File: config.mk
export PLATFORM = sky130hd
export DESIGN_NAME = ims_ctrl
export DESIGN_NICKNAME = d
export VERILOG_FILES = /design/src/ims_pkg.sv /design/src/ims_ctrl.sv /design/src/ims_sync.sv
export SDC_FILE = /design/constraint.sdc
export NUM_CORES = 1
export LEC_CHECK = 0
export BUFFER_PORTS_ARGS = -buffer_cell sky130_fd_sc_hd__clkbuf_2
export CAP_MARGIN = 10
export CORE_ASPECT_RATIO = 1.75
export CORE_UTILIZATION = 55
export DETAILED_ROUTE_END_ITERATION = 12
export GPL_TIMING_DRIVEN = 0
export PLACE_DENSITY = 0.74
export RECOVER_POWER = 25
export SLEW_MARGIN = 20
export SYNTH_ARGS = -nofsm -noshare
export SYNTH_HDL_FRONTEND = slang
export SYNTH_HIERARCHICAL = 1
export SYNTH_SLANG_ARGS = --single-unit
File: constraint.sdc
create_clock -name core_clk -period 2.45 [get_ports core_clk]
set_clock_uncertainty 0.15 [all_clocks]
set_input_delay 0.49 -clock core_clk [delete_from_list [all_inputs] [get_ports core_clk]]
set_output_delay 0.49 -clock core_clk [all_outputs]
set_load 0.05 [all_outputs]
File: src/ims_pkg.sv
// Operation
// - Master with waiting on: hold SCL after 8th fall until flag cleared
// - Flag cleared between 7th and 8th fall is kept; wait ends at once
// - Slave direction write applies now in window, else at 9th rise or stop
// - Restart with transmit still effective: address gets no acknowledge
// - Arbitration loss: go slave receive, treat frame as address
// - Stale not-acknowledge may raise flag on unmatched address
// - Compatibility field at 11 removes the timing hazards
// - Halted after reset; registers reachable once module stop cleared
// - Bus busy and command bit both written 0: generate stop
package ims_pkg;

  localparam int          ADDR_W        = 4;
  localparam int          DATA_W        = 8;

  // ---------------------------------------------------------------
  // Register offsets
  // ---------------------------------------------------------------
  localparam logic [3:0]  ADDR_CONTROL  = 4'h0;
  localparam logic [3:0]  ADDR_STATUS   = 4'h1;
  localparam logic [3:0]  ADDR_DATA     = 4'h2;
  localparam logic [3:0]  ADDR_MODE     = 4'h3;
  localparam logic [3:0]  ADDR_OWN1     = 4'h4;
  localparam logic [3:0]  ADDR_OWN2     = 4'h5;
  localparam logic [3:0]  ADDR_EXT      = 4'h6;
  localparam logic [3:0]  ADDR_POWER    = 4'h7;
  localparam logic [3:0]  ADDR_IRQ_STAT = 4'h8;
  localparam logic [3:0]  ADDR_IRQ_MASK = 4'h9;

  // ---------------------------------------------------------------
  // Field positions
  // ---------------------------------------------------------------
  localparam int          CTL_IFLAG     = 0;
  localparam int          CTL_ACK_CHECK_ENABLE      = 1;
  localparam int          CTL_DIR       = 2;
  localparam int          CTL_MST       = 3;
  localparam int          CTL_SCP       = 4;
  localparam int          CTL_BUS_BUSY_FLAG      = 5;
  localparam int          ST_RECEIVED_ACK_BIT       = 0;
  localparam int          ST_DRE        = 1;
  localparam int          ST_AAS        = 2;
  localparam int          ST_AL         = 3;
  localparam int          MODE_WAIT     = 6;
  localparam int          IRQ_FRAME     = 0;
  localparam int          IRQ_AL        = 1;
  localparam int          IRQ_STOP      = 2;
  localparam int          IRQ_NACK      = 3;
  localparam int          IRQ_N         = 4;

  // ---------------------------------------------------------------
  // Reset values and encodings
  // ---------------------------------------------------------------
  localparam logic [7:0]  OWN_RESET     = 8'h00;
  localparam logic [1:0]  COMPAT_RESET  = 2'h0;
  localparam logic [1:0]  COMPAT_ALL    = 2'h3;
  localparam logic        STOP_RESET    = 1'b1;

  // ---------------------------------------------------------------
  // Timing
  // ---------------------------------------------------------------
  localparam int          CLK_PERIOD_NS = 4;
  localparam int          SCL_HALF_NS   = 5000;
  localparam int          SCL_HALF_CYC  = (SCL_HALF_NS + CLK_PERIOD_NS - 1) / CLK_PERIOD_NS;
  localparam int          CNT_W         = 16;

endpackage

File: src/ims_ctrl.sv
`timescale 1ns/1ns
module ims_ctrl
  import ims_pkg::*;
#(
  parameter int HALF_CYC = SCL_HALF_CYC
) (
  input  wire logic                      core_clk,
  input  wire logic                      reset,
  input  wire logic [ims_pkg::ADDR_W-1:0] reg_addr,
  input  wire logic [ims_pkg::DATA_W-1:0] reg_wdata,
  input  wire logic                      reg_wr,
  input  wire logic                      reg_rd,
  output logic      [ims_pkg::DATA_W-1:0] reg_rdata,
  input  wire logic                      scl_in,
  output logic                           scl_out,
  output logic                           scl_oe,
  input  wire logic                      sda_in,
  output logic                           sda_out,
  output logic                           sda_oe,
  output logic                           irq
);
  import ims_pkg::*;

  typedef enum logic [2:0] {M_IDLE, M_START, M_LOW, M_HIGH, M_STOP_LOW, M_STOP_HIGH} ims_mst_e;

  initial
  begin
    if (HALF_CYC < 2 || HALF_CYC >= (1 << CNT_W))
      $error("ims_ctrl: HALF_CYC out of range");
  end

  // ---------------------------------------------------------------
  // Pin sampling and bus conditions
  // ---------------------------------------------------------------
  logic [1:0]       pins_s;
  logic             scl_s;
  logic             sda_s;
  logic             scl_d_reg;
  logic             sda_d_reg;

  ims_sync #(.WIDTH(2)) u_sync (
    .core_clk (core_clk),
    .reset    (reset),
    .din      ({scl_in, sda_in}),
    .dout     (pins_s)
  );

  assign scl_s = pins_s[1];
  assign sda_s = pins_s[0];

  always_ff @(posedge core_clk)
  begin
    if (reset)
    begin
      scl_d_reg <= 1'b1;
      sda_d_reg <= 1'b1;
    end
    else
    begin
      scl_d_reg <= scl_s;
      sda_d_reg <= sda_s;
    end
  end

  // ---------------------------------------------------------------
  // State
  // ---------------------------------------------------------------
  logic             stop_reg;
  logic             bus_busy_flag_reg, mst_reg, trs_reg, trs_eff_reg, trs_pend_reg, ack_check_enable_reg;
  logic             iflag_reg, al_reg, aas_reg, received_ack_bit_reg, dre_reg, wait_en_reg;
  logic [7:0]       data_reg, own1_reg, own2_reg, shreg;
  logic [1:0]       compat_reg;
  logic [IRQ_N-1:0] irq_stat_reg, irq_mask_reg, irq_set;
  logic [3:0]       nbit_reg;
  logic             addr_frame_reg, slave_sel_reg, hold_reg, eng_low_reg;
  logic             wait_reg, win78_reg, clr_pend_reg, win_a_reg, stop_pend_reg;
  ims_mst_e         mstate;
  logic [CNT_W-1:0] cnt_reg;

  // ---------------------------------------------------------------
  // Decode and events
  // ---------------------------------------------------------------
  logic acc, wr_ctl, wr_data, rd_data, compat_off, part, tx_now, match;
  logic scl_rise, scl_fall, start_det, stop_det, rise9, fall7, fall8;
  logic al_evt, addr_hit, spurious, data_done, nack_evt, wait_ins;
  logic iflag_set, iflag_clr, stop_cmd, start_cmd, rel_hold, cnt_done;

  assign acc        = ~stop_reg;
  assign wr_ctl     = reg_wr & acc & (reg_addr == ADDR_CONTROL);
  assign wr_data    = reg_wr & acc & (reg_addr == ADDR_DATA);
  assign rd_data    = reg_rd & acc & (reg_addr == ADDR_DATA);
  assign compat_off = (compat_reg == COMPAT_ALL);
  assign scl_rise   = scl_s & ~scl_d_reg;
  assign scl_fall   = ~scl_s & scl_d_reg;
  assign start_det  = scl_s & scl_d_reg & sda_d_reg & ~sda_s;
  assign stop_det   = scl_s & scl_d_reg & ~sda_d_reg & sda_s;
  assign part       = mst_reg | slave_sel_reg | addr_frame_reg;
  assign tx_now     = mst_reg ? trs_eff_reg : (slave_sel_reg & ~addr_frame_reg & trs_eff_reg);
  assign match      = (shreg[7:1] == own1_reg[7:1]) | (shreg[7:1] == own2_reg[7:1]);
  assign rise9      = scl_rise & (nbit_reg == 4'h8) & part;
  assign fall7      = scl_fall & (nbit_reg == 4'h7);
  assign fall8      = scl_fall & (nbit_reg == 4'h8);
  assign al_evt     = scl_rise & mst_reg & tx_now & (nbit_reg < 4'h8) & ~eng_low_reg & ~sda_s;
  assign addr_hit   = rise9 & addr_frame_reg & match;
  assign spurious   = rise9 & addr_frame_reg & ~match & received_ack_bit_reg & trs_eff_reg & ~compat_off;
  assign data_done  = rise9 & ~addr_frame_reg;
  assign nack_evt   = data_done & tx_now & sda_s;
  assign wait_ins   = fall8 & mst_reg & wait_en_reg;
  assign iflag_set  = data_done | addr_hit | spurious | wait_ins;
  assign iflag_clr  = wr_ctl & ~reg_wdata[CTL_IFLAG] & iflag_reg;
  assign stop_cmd   = wr_ctl & ~reg_wdata[CTL_BUS_BUSY_FLAG] & ~reg_wdata[CTL_SCP] & mst_reg & bus_busy_flag_reg;
  assign start_cmd  = wr_ctl & reg_wdata[CTL_BUS_BUSY_FLAG] & ~reg_wdata[CTL_SCP] & reg_wdata[CTL_MST]
                      & ~bus_busy_flag_reg & (mstate == M_IDLE);
  assign rel_hold   = hold_reg & ((wr_data & tx_now) | (rd_data & ~tx_now) | stop_cmd);
  assign cnt_done   = (cnt_reg == CNT_W'(HALF_CYC - 1));
  assign irq_set    = {nack_evt, stop_det & acc, al_evt, iflag_set};

  // ---------------------------------------------------------------
  // Software registers
  // ---------------------------------------------------------------
  always_ff @(posedge core_clk)
  begin
    if (reset)
    begin
      stop_reg     <= STOP_RESET;
      own1_reg     <= OWN_RESET;
      own2_reg     <= OWN_RESET;
      compat_reg   <= COMPAT_RESET;
      wait_en_reg  <= 1'b0;
      ack_check_enable_reg     <= 1'b0;
      irq_mask_reg <= '0;
    end
    else
    begin
      if (reg_wr && reg_addr == ADDR_POWER)
        stop_reg <= reg_wdata[0];
      if (reg_wr && acc)
      begin
        case (reg_addr)
          ADDR_OWN1:     own1_reg     <= reg_wdata;
          ADDR_OWN2:     own2_reg     <= reg_wdata;
          ADDR_EXT:      compat_reg   <= reg_wdata[1:0];
          ADDR_MODE:     wait_en_reg  <= reg_wdata[MODE_WAIT];
          ADDR_CONTROL:  ack_check_enable_reg     <= reg_wdata[CTL_ACK_CHECK_ENABLE];
          ADDR_IRQ_MASK: irq_mask_reg <= reg_wdata[IRQ_N-1:0];
          default:       ;
        endcase
      end
    end
  end

  // ---------------------------------------------------------------
  // Mode, bus busy and direction
  // ---------------------------------------------------------------
  always_ff @(posedge core_clk)
  begin
    if (reset || stop_reg)
    begin
      mst_reg      <= 1'b0;
      bus_busy_flag_reg     <= 1'b0;
      trs_reg      <= 1'b0;
      trs_eff_reg  <= 1'b0;
      trs_pend_reg <= 1'b0;
      win_a_reg    <= 1'b1;
    end
    else
    begin
      if (start_det)
        bus_busy_flag_reg <= 1'b1;
      else if (stop_det)
        bus_busy_flag_reg <= 1'b0;
      if (rise9 || stop_det)
        win_a_reg <= 1'b1;
      else if (scl_rise)
        win_a_reg <= 1'b0;
      if (al_evt)
      begin
        mst_reg      <= 1'b0;
        trs_reg      <= 1'b0;
        trs_eff_reg  <= 1'b0;
        trs_pend_reg <= 1'b0;
      end
      else if (wr_ctl)
      begin
        mst_reg <= reg_wdata[CTL_MST];
        trs_reg <= reg_wdata[CTL_DIR];
        if (reg_wdata[CTL_MST] || win_a_reg || compat_off)
        begin
          trs_eff_reg  <= reg_wdata[CTL_DIR];
          trs_pend_reg <= 1'b0;
        end
        else
          trs_pend_reg <= 1'b1;
      end
      else if (addr_hit)
      begin
        trs_eff_reg  <= shreg[0];
        trs_reg      <= shreg[0];
        trs_pend_reg <= 1'b0;
      end
      else if ((rise9 || stop_det) && trs_pend_reg)
      begin
        trs_eff_reg  <= trs_reg;
        trs_pend_reg <= 1'b0;
      end
    end
  end

  // ---------------------------------------------------------------
  // Flags
  // ---------------------------------------------------------------
  always_ff @(posedge core_clk)
  begin
    if (reset || stop_reg)
    begin
      iflag_reg <= 1'b0;
      al_reg    <= 1'b0;
      aas_reg   <= 1'b0;
      received_ack_bit_reg  <= 1'b0;
      dre_reg   <= 1'b0;
    end
    else
    begin
      if (iflag_set)
        iflag_reg <= 1'b1;
      else if (iflag_clr)
        iflag_reg <= 1'b0;
      if (al_evt)
        al_reg <= 1'b1;
      else if (reg_wr && reg_addr == ADDR_STATUS && !reg_wdata[ST_AL])
        al_reg <= 1'b0;
      if (addr_hit)
        aas_reg <= 1'b1;
      else if (start_det || stop_det)
        aas_reg <= 1'b0;
      if (data_done && tx_now && ack_check_enable_reg)
        received_ack_bit_reg <= sda_s;
      // clearing ack check resets received bit
      else if (wr_ctl && !reg_wdata[CTL_ACK_CHECK_ENABLE])
        received_ack_bit_reg <= 1'b0;
      if (data_done && tx_now)
        dre_reg <= 1'b1;
      else if (wr_data)
        dre_reg <= 1'b0;
    end
  end

  // ---------------------------------------------------------------
  // Wait after 8th clock
  // ---------------------------------------------------------------
  always_ff @(posedge core_clk)
  begin
    if (reset || stop_reg)
    begin
      wait_reg     <= 1'b0;
      win78_reg    <= 1'b0;
      clr_pend_reg <= 1'b0;
    end
    else
    begin
      if (fall7)
        win78_reg <= 1'b1;
      else if (fall8)
        win78_reg <= 1'b0;
      if (fall8)
        clr_pend_reg <= 1'b0;
      else if (iflag_clr && win78_reg && mst_reg && wait_en_reg && !compat_off)
        clr_pend_reg <= 1'b1;
      // insert wait, released by flag clear
      if (wait_ins)
        wait_reg <= ~clr_pend_reg;
      else if (iflag_clr || !mst_reg)
        wait_reg <= 1'b0;
    end
  end

  // ---------------------------------------------------------------
  // Bit engine
  // ---------------------------------------------------------------
  always_ff @(posedge core_clk)
  begin
    if (reset || stop_reg)
    begin
      nbit_reg       <= 4'h0;
      shreg          <= 8'h00;
      data_reg       <= 8'h00;
      addr_frame_reg <= 1'b0;
      slave_sel_reg  <= 1'b0;
      hold_reg       <= 1'b0;
      eng_low_reg    <= 1'b0;
    end
    else
    begin
      if (wr_data)
        data_reg <= reg_wdata;
      else if (data_done && !tx_now)
        data_reg <= shreg;
      if (start_det)
      begin
        nbit_reg       <= 4'h0;
        eng_low_reg    <= 1'b0;
        addr_frame_reg <= ~mst_reg;
        slave_sel_reg  <= 1'b0;
        hold_reg       <= mst_reg;
      end
      else if (stop_det)
      begin
        nbit_reg       <= 4'h0;
        eng_low_reg    <= 1'b0;
        addr_frame_reg <= 1'b0;
        slave_sel_reg  <= 1'b0;
        hold_reg       <= 1'b0;
      end
      else if (al_evt)
      begin
        addr_frame_reg <= 1'b1;
        eng_low_reg    <= 1'b0;
        hold_reg       <= 1'b0;
        nbit_reg       <= nbit_reg + 4'h1;
        shreg          <= {shreg[6:0], sda_s};
      end
      else if (rel_hold)
      begin
        // data access ends stretch
        // Ahead of SCL edges so a same-cycle access is not lost to them; start, stop and arbitration loss still win
        hold_reg <= 1'b0;
        if (wr_data && tx_now)
        begin
          shreg       <= reg_wdata;
          eng_low_reg <= ~reg_wdata[7];
        end
      end
      else if (scl_rise && part)
      begin
        nbit_reg <= nbit_reg + 4'h1;
        if (nbit_reg < 4'h8)
          shreg <= {shreg[6:0], sda_s};
        if (rise9 && addr_frame_reg)
        begin
          addr_frame_reg <= 1'b0;
          slave_sel_reg  <= match;
        end
      end
      else if (scl_fall && part)
      begin
        if (nbit_reg == 4'h9)
        begin
          nbit_reg    <= 4'h0;
          eng_low_reg <= 1'b0;
          hold_reg    <= 1'b1;
        end
        else if (nbit_reg == 4'h8)
        begin
          if (addr_frame_reg)
            eng_low_reg <= match & ~trs_eff_reg & ~mst_reg;
          else
            eng_low_reg <= ~tx_now;
        end
        else
          eng_low_reg <= tx_now & ~shreg[7];
      end
      else if (!part)
        hold_reg <= 1'b0;
    end
  end

  // ---------------------------------------------------------------
  // Master clock generator
  // ---------------------------------------------------------------
  always_ff @(posedge core_clk)
  begin
    if (reset || stop_reg)
    begin
      mstate        <= M_IDLE;
      cnt_reg       <= '0;
      stop_pend_reg <= 1'b0;
    end
    else
    begin
      if (stop_cmd)
        stop_pend_reg <= 1'b1;
      else if (mstate == M_STOP_LOW)
        stop_pend_reg <= 1'b0;
      cnt_reg <= cnt_done ? cnt_reg : cnt_reg + CNT_W'(1);
      case (mstate)
        M_IDLE:
        begin
          cnt_reg <= '0;
          if (start_cmd)
            mstate <= M_START;
        end
        M_START:
          if (cnt_done)
          begin
            mstate  <= M_LOW;
            cnt_reg <= '0;
          end
        M_LOW:
          if (!mst_reg)
            mstate <= M_IDLE;
          else if (cnt_done && stop_pend_reg)
          begin
            mstate  <= M_STOP_LOW;
            cnt_reg <= '0;
          end
          else if (cnt_done && !hold_reg && !wait_reg)
          begin
            mstate  <= M_HIGH;
            cnt_reg <= '0;
          end
        M_HIGH:
          if (!mst_reg)
            mstate <= M_IDLE;
          else if (!scl_s)
            cnt_reg <= '0;
          else if (cnt_done)
          begin
            mstate  <= M_LOW;
            cnt_reg <= '0;
          end
        M_STOP_LOW:
          if (cnt_done)
          begin
            mstate  <= M_STOP_HIGH;
            cnt_reg <= '0;
          end
        M_STOP_HIGH:
          if (!scl_s)
            cnt_reg <= '0;
          else if (cnt_done)
            mstate <= M_IDLE;
        default:
          mstate <= M_IDLE;
      endcase
    end
  end

  // ---------------------------------------------------------------
  // Pin drivers
  // ---------------------------------------------------------------
  always_ff @(posedge core_clk)
  begin
    if (reset || stop_reg)
    begin
      scl_out <= 1'b0;
      sda_out <= 1'b0;
      scl_oe  <= 1'b0;
      sda_oe  <= 1'b0;
    end
    else
    begin
      scl_out <= 1'b0;
      sda_out <= 1'b0;
      scl_oe  <= (mstate == M_LOW) | (mstate == M_STOP_LOW)
                 | (hold_reg & ~mst_reg & slave_sel_reg & ~scl_s);
      sda_oe  <= (mstate == M_START) | (mstate == M_STOP_LOW)
                 | (mstate == M_STOP_HIGH) | (eng_low_reg & (mstate != M_IDLE | ~mst_reg));
    end
  end

  // ---------------------------------------------------------------
  // Interrupts and read data
  // ---------------------------------------------------------------
  always_ff @(posedge core_clk)
  begin
    if (reset)
    begin
      irq_stat_reg <= '0;
      irq          <= 1'b0;
      reg_rdata    <= 8'h00;
    end
    else
    begin
      if (reg_rd && acc && reg_addr == ADDR_IRQ_STAT)
        irq_stat_reg <= irq_set;
      else
        irq_stat_reg <= irq_stat_reg | irq_set;
      irq       <= |(irq_stat_reg & irq_mask_reg);
      reg_rdata <= 8'h00;
      if (reg_rd && reg_addr == ADDR_POWER)
        reg_rdata <= {7'h00, stop_reg};
      else if (reg_rd && acc)
      begin
        case (reg_addr)
          ADDR_CONTROL:  reg_rdata <= {2'b00, bus_busy_flag_reg, 1'b1, mst_reg, trs_reg,
                                       ack_check_enable_reg, iflag_reg};
          ADDR_STATUS:   reg_rdata <= {4'h0, al_reg, aas_reg, dre_reg, received_ack_bit_reg};
          ADDR_DATA:     reg_rdata <= data_reg;
          ADDR_MODE:     reg_rdata <= {1'b0, wait_en_reg, 3'b000,
                                       (nbit_reg >= 4'h8) ? 3'h0 : 3'(4'h8 - nbit_reg)};
          ADDR_OWN1:     reg_rdata <= own1_reg;
          ADDR_OWN2:     reg_rdata <= own2_reg;
          ADDR_EXT:      reg_rdata <= {6'h00, compat_reg};
          ADDR_IRQ_STAT: reg_rdata <= {4'h0, irq_stat_reg};
          ADDR_IRQ_MASK: reg_rdata <= {4'h0, irq_mask_reg};
          default:       reg_rdata <= 8'h00;
        endcase
      end
    end
  end

endmodule

File: src/ims_sync.sv
`timescale 1ns/1ns
module ims_sync #(
  parameter int WIDTH = 2
) (
  input  wire logic             core_clk,
  input  wire logic             reset,
  input  wire logic [WIDTH-1:0] din,
  output logic      [WIDTH-1:0] dout
);

  logic [WIDTH-1:0] meta_reg;

  initial
  begin
    if (WIDTH < 1)
      $error("ims_sync: WIDTH must be at least 1");
  end

  // Two stages; first stage feeds only the second
  always_ff @(posedge core_clk)
  begin
    if (reset)
    begin
      meta_reg <= '1;
      dout     <= '1;
    end
    else
    begin
      meta_reg <= din;
      dout     <= meta_reg;
    end
  end

endmodule

==> impl_metrics.yaml, run 1 <==
pwr:
  total_power_mw: 3.243
  ir_worst_vdd_uv: 407.4
  cellPowerDensity_mw_per_mm2: 535.5
  p_leak_nw: 2.139
timing:
  layout_worst_path_cycle_share_pct: 97.78
  setup_viol: 0
  slew_violations: 0
  relSlewSlack_pct: 46.67
  grt_setup_unrepaired: "false"
  worstMarginPinSlew_ns: 0.7971
  whs_ns: 0.1597
  max_freq_ghz: 0.4174
  period_minus_slack_ns: 2.396
  hold_violations: 0
global_route:
  antenna_found_initial: 0
  grt_pass1_vias: 5202
  grt_pass1_wl_um: 26930
  grt_overflow: 0
  grtUsageTotal_pct: 34.55
  grt_start_max_net_pins: 17
yosys:
  post-synth-top-area-cell: "dfxtp_1"
  synth_top_area_share_pct: 38.29
  synthCells: 653
  synth.most_common_cell: "dfxtp_1"
  synth_area_per_cell_um2: 8.327
  netlist_area_mm2: 0.005438
  synth-seq-cells: 104
  synth-edff-count: 0
  yosysWarnings: 6
  ys.flop_type: "dfxtp_1"
  ys_seq_area_share_pct: 38.29
  synth_commonest_cells: "dfxtp_1 (104), nor2_1 (67), nand2_1 (65), a21oi_1 (52), nand3_1 (36)"
  async_flop_share_pct: 0
  synth_cell_types: 76
  ys_top_cells_by_area: "dfxtp_1 (38%), a21oi_1 (4.8%), mux2i_1 (4.8%)"
finish:
  antennaDiodeCount: 0
  drive_gt1_share_pct: 10.00
  largest_register_ffs: 16
  final_nets: 719
  nFillCells: 853
  syn_to_final_growth_pct: 11.37
detailed_routing:
  routed_wl_um: 17240
  dr_total_vias: 5292
  wire_per_inst_um: 20.98
  ant_nets: 0
  drtPass1Iterations: 6
  viasPerCell: 6.438
  drc_errors: 0
  drtIter0Drc: 436
clock_network:
  clockBufferDepth: 2
  htree_num_levels: 3
  postCtsHoldBufs: 0
  clkLatencyLatePin_ns: 0.36
  cts_tree: "done"
  cts-root-buf: "clkbuf_16"
  clock_sinks: 104
  clkTransAtPathRegs_ns: 0.07
  cts_buffers: 9
worst_setup_path:
  r2r_setup_slack_ns: 0.05
  end_kind: "flop"
  arrival_ns: 2.50
  cp.required_ns: 2.55
  critPathKind: "flop to flop"
  crit_fanout: 10
  critPathLaunchType: "flop"
hold_path:
  hold_path_class: "input pin to flop"
die:
  rows: 47
  core_mm2: 0.009527
  start_util_pct: 57.08
  die_height_um: 133.5
  fp.dieW_um: 77.17
  dieArea_mm2: 0.01030
  ios: 31
flow_run:
  cap_violations: 0
outcome:
  status: "complete, no violations"
placed_design:
  dp_hpwl_um: 12760
  gp_congestion: 0.9884
  io_buffers: 25
-- critical path: stages, from the launching register on --
cell and delay (ns):
dfxtp_1 0.37, nor2b_1 0.18, clkbuf_1 0.38, nand3_2 0.29
o31ai_4 0.36, buf_4 0.24, nor2_1 0.06, a211oi_1 0.26
-- kinds of logic after synthesis --
logic type	Yosys count	share of synthesized area, %
xor gates and xnor gates	29	4.671
other	1	0.06896
and+or+nand+nor	280	26.51
AOI/OAI and AO/OA	151	18.73
muxes	32	6.236
DFF	104	38.29
buffers and inverters	50	4.119
adders and majority gates	6	1.381
-- cell usage in the layout, fill, tap and decap left out, drive strengths merged, types with 13 or more instances in the layout --
cell,synthesis,layout
dfxtp,104,104
nor2,69,69
nand2,65,65
clkbuf,29,65
a21oi,52,52
nand3,37,37
mux2i,27,27
buf,14,20
o21ai,19,19
xnor2,18,18
nor3,15,15
nor2b,13,13
and3,13,13
-- power by group --
group	leakage [nW]	switching, mW	internal, mW
clock	0.135	0.647	0.745
sequential	0.839	0.00489	1.69
combinational	1.17	0.113	0.0389
total	2.14	0.765	2.48
-- stage by stage --
step,instances,setup TNS [ns],worst slack (ns),utilization (%),cell area [um2]
CTS,820,0,0.01566,63.33,6033
global route,822,0,0.0008542,63.57,6056
floorplan,654,0,0.4067,-,5441
finish,822,0,0.05442,63.57,6056
detailed placement,801,-6.593,-0.2682,60.03,5719
global placement,801,-3.968,-0.2242,60.03,5719
-- final cells by class --
| type | count | area, um2 | share of cell area, % |
|---|---|---|---|
| Sequential cell | 104 | 2083 | 34.40 |
| Clock buffer | 12 | 256.5 | 4.236 |
| Timing Repair Buffer | 32 | 162.7 | 2.686 |
| Multi-Input combinational cell | 500 | 3153 | 52.07 |
| Inverter | 7 | 26.28 | 0.4339 |
| Clock inverter | 4 | 28.78 | 0.4752 |
| Tap cell | 122 | 152.6 | 2.521 |
| Buffer | 41 | 192.7 | 3.182 |
-- routing by layer --
metal  part of all wire [%]  vias up  global-route usage, %
met3                    6.2       88                  6.438
li1                       -     2442                      -
met2                     51      237                  61.21
met4                    8.4        0                  29.56
met5                      0        -                      0
met1                     34     2525                  33.89
-- final timing paths --
| path | startpoint | end | cells past startpoint |
|---|---|---|---|
| worst max-delay path | u_sync/dout[1] | data_reg[6] | 7 |
| worst min-delay path | sda_in | u_sync/meta_reg[0] | 2 |
| worst max register to register | u_sync/dout[1] | data_reg[6] | 7 |
| worst min register to register | u_sync/meta_reg[1] | u_sync/dout[1] | 1 |
-- repair_timing --
item | 4_1_cts | 5_1_grt
endpoints found under the setup margin | 11 | 26
resized for setup | 1 | 5
pin swaps | 1 | 2
setup buffers | 3 | 4
cloned | 0 | 0
(Power assumes the default switching activity.)
==> run 2: changes to the inputs <==
--- a/config.mk
+++ b/config.mk
@@ -16,5 +16,4 @@
 export SLEW_MARGIN = 20
 export SYNTH_ARGS = -nofsm -noshare
 export SYNTH_HDL_FRONTEND = slang
-export SYNTH_HIERARCHICAL = 1
 export SYNTH_SLANG_ARGS = --single-unit
==> run 2 against run 1 <==
  * Synthesized cell count grew 1.8%
  * Clock power is 3% higher
  * Critical path type unchanged
  * Largest power group unchanged
  * Largest cell class unchanged
  * Count of clock-buffer cells in the layout is 2 lower
  * Die area is 2.4% higher
  * Routed wire length is essentially flat
  * Cell count increased by 3.0%
==> impl_metrics.yaml, run 2 <==
outcome:
  status: "complete, no violations"
global_route:
  grt_overflow: 0
  antenna_found_initial: 0
  grt_pass1_vias: 5164
  grt_start_max_net_pins: 19
  grt_pass1_wl_um: 26570
  grtUsageTotal_pct: 33.45
pwr:
  ir_worst_vdd_uv: 379.8
  p_leak_nw: 2.243
  total_power_mw: 3.273
  cellPowerDensity_mw_per_mm2: 512.1
finish:
  nFillCells: 877
  antennaDiodeCount: 0
  final_cell_mix: "dfxtp_1 (101), nor2_1 (96), a21oi_1 (59)"
  final_nets: 741
  drive_gt1_share_pct: 16.20
  final_common_cell: "dfxtp_1"
  largest_register_ffs: 16
  syn_to_final_growth_pct: 14.71
detailed_routing:
  highest_layer: "met4"
  drc_errors: 0
  wire_per_inst_um: 20.36
  ant_nets: 0
  drtIter0Drc: 479
  wl_met3_um: 754
  wl_met2_um: 9140
  drt-met1-wl_um: 6227
  viasPerCell: 6.189
  dr_total_vias: 5242
  drtPass1Iterations: 6
  routed_wl_um: 17240
clock_network:
  clockBufferDepth: 2
  postCtsHoldBufs: 0
  cts_buffers: 9
  cts-root-buf: "clkbuf_16"
  clkLatencyLatePin_ns: 0.36
  clock_sinks: 104
  clkTransAtPathRegs_ns: 0.07
  cts_tree: "done"
  htree_num_levels: 3
die:
  core_mm2: 0.009849
  start_util_pct: 56.57
  die_height_um: 135.1
  ios: 31
  dieArea_mm2: 0.01055
  fp.dieW_um: 78.09
  rows: 48
yosys:
  yosysWarnings: 0
  synth_area_per_cell_um2: 8.378
  synth_commonest_cells: "dfxtp_1 (104), nor2_1 (97), a21oi_1 (59), nand2_1 (38), nand3_1 (30)"
  synth-edff-count: 0
  synth_top_area_share_pct: 37.37
  synth-seq-cells: 104
  ys.flop_type: "dfxtp_1"
  netlist_area_mm2: 0.005572
  post-synth-top-area-cell: "dfxtp_1"
  async_flop_share_pct: 0
  ys_seq_area_share_pct: 37.37
  synthCells: 665
  synth.most_common_cell: "dfxtp_1"
  ys_top_cells_by_area: "dfxtp_1 (37%), nor2_1 (6.5%), a21oi_1 (5.3%)"
  synth_cell_types: 79
timing:
  layout_worst_path_cycle_share_pct: 98.52
  fin_tns_setup_ns: 0
  grt_setup_unrepaired: "true"
  worstMarginPinSlew_ns: 0.6805
  relSlewSlack_pct: 54.22
  slew_violations: 0
  setup_viol: 0
  hold_violations: 0
  max_freq_ghz: 0.4143
  period_minus_slack_ns: 2.414
worst_setup_path:
  crit_path_cell_trace: "inv_4 -> ha_4 -> nor4b_4 -> and4_4 -> inv_4 -> or3_4 -> a22o_4 -> o21ai_4 -> buf_12 -> buf_12 -> nor2_4"
  rr_worst_depth: 11
  end_kind: "flop"
  crit_fanout: 5
  slowest_delay_ns: 0.35
  critPathLaunchType: "flop"
  slowest_stage: "dfxtp_4"
  critPathKind: "flop to flop"
  cp.required_ns: 2.54
  arrival_ns: 2.51
placed_design:
  io_buffers: 28
  dp_hpwl_um: 12640
  gp_congestion: 1.027
flow_run:
  cap_violations: 0
hold_path:
  hold_path_class: "input pin to flop"
  min_path_cells: 2
run 2: changes by cell type in the layout (fill, tap and decap cells not counted), sizes merged, moves of 4 or more:
| cell | previous run | this run |
|---|---|---|
| o211ai | 3 | 13 |
| and3 | 13 | 9 |
| nand3 | 37 | 31 |
| nand2 | 65 | 38 |
| buf | 20 | 32 |
| o2bb2ai | 7 | 0 |
| nor2 | 69 | 107 |
| nor3b | 3 | 7 |
| inv | 7 | 21 |
| o32ai | 1 | 6 |
| clkbuf | 65 | 60 |
| nor3 | 15 | 10 |
| a21oi | 52 | 59 |
run 2: critical path: cells and delay by family, from the launching register on:
family                     cells  cell delay (ns)
AOI/OAI and AO/OA              2             0.48
buffers and inverters          4             0.39
adders and majority gates      1             0.13
DFF                            1             0.35
and+or+nand+nor                4             0.81
run 2: cell families (layout without fill, tap and decap cells):
logic type	Yosys count	in the layout	share of synthesized area (%)
other cells	1	2	0.06731
xor+xnor	30	30	4.716
simple gates	271	271	25.94
flops	104	104	37.37
buf+inv	61	117	5.008
compound gates	162	162	19.85
mux	30	30	5.704
fa+ha+maj	6	6	1.347
run 2: cell type report:
cell class | instances | area [um2] | area share (%)
Multi-Input combinational cell | 501 | 3294 | 51.55
Sequential cell | 104 | 2091 | 32.71
Timing Repair Buffer | 40 | 266.5 | 4.170
Clock buffer | 10 | 239.0 | 3.739
Buffer | 42 | 215.2 | 3.367
Tap cell | 125 | 156.4 | 2.447
Inverter | 19 | 76.32 | 1.194
Clock inverter | 6 | 52.55 | 0.8222
run 2: routing by layer:
| layer | up-vias | track usage [%] |
|---|---|---|
| met2 | 207 | 61.31 |
| met5 | - | 0 |
| li1 | 2474 | - |
| met3 | 72 | 4.242 |
| met1 | 2489 | 34.39 |
| met4 | 0 | 23.87 |
run 2: per-stage QoR:
step / hold slack [ns] / std cells / utilization [%] / area, um2 / setup WS (ns)
after CTS: 0.1544 / 843 / 63.83 / 6287 / -0.03384
after floorplan: 0.2395 / 666 / - / 5575 / 0.1841
final: 0.1566 / 847 / 64.89 / 6391 / 0.03617
after global routing: 0.1663 / 847 / 64.89 / 6391 / -0.04263
after detailed placement: 0.2437 / 819 / 59.62 / 5872 / -0.2393
after global placement: 0.2410 / 819 / 59.62 / 5872 / -0.2839
run 2: repair_timing:
action | CTS | global route
cloned | 1 | 0
gates resized for setup | 8 | 21
setup endpoints to repair | 20 | 42
buffers inserted | 7 | 4
pin swaps | 4 | 12
run 2: power breakdown:
group          total [mW]  internal, mW  switching (mW)  leakage, nW
Clock                1.43         0.734           0.695        0.142
Sequential           1.69          1.69         0.00210        0.841
Combinational       0.151        0.0394           0.112         1.26
run 2: worst paths after layout:
path,from,endpoint,slack [ns]
setup / recovery,cnt_reg[1],cnt_reg[8],0.04
hold / removal,sda_in,u_sync.meta_reg[0],0.16
setup reg to reg,cnt_reg[1],cnt_reg[8],0.04
hold reg to reg,u_sync.meta_reg[1],u_sync.dout[1],0.26
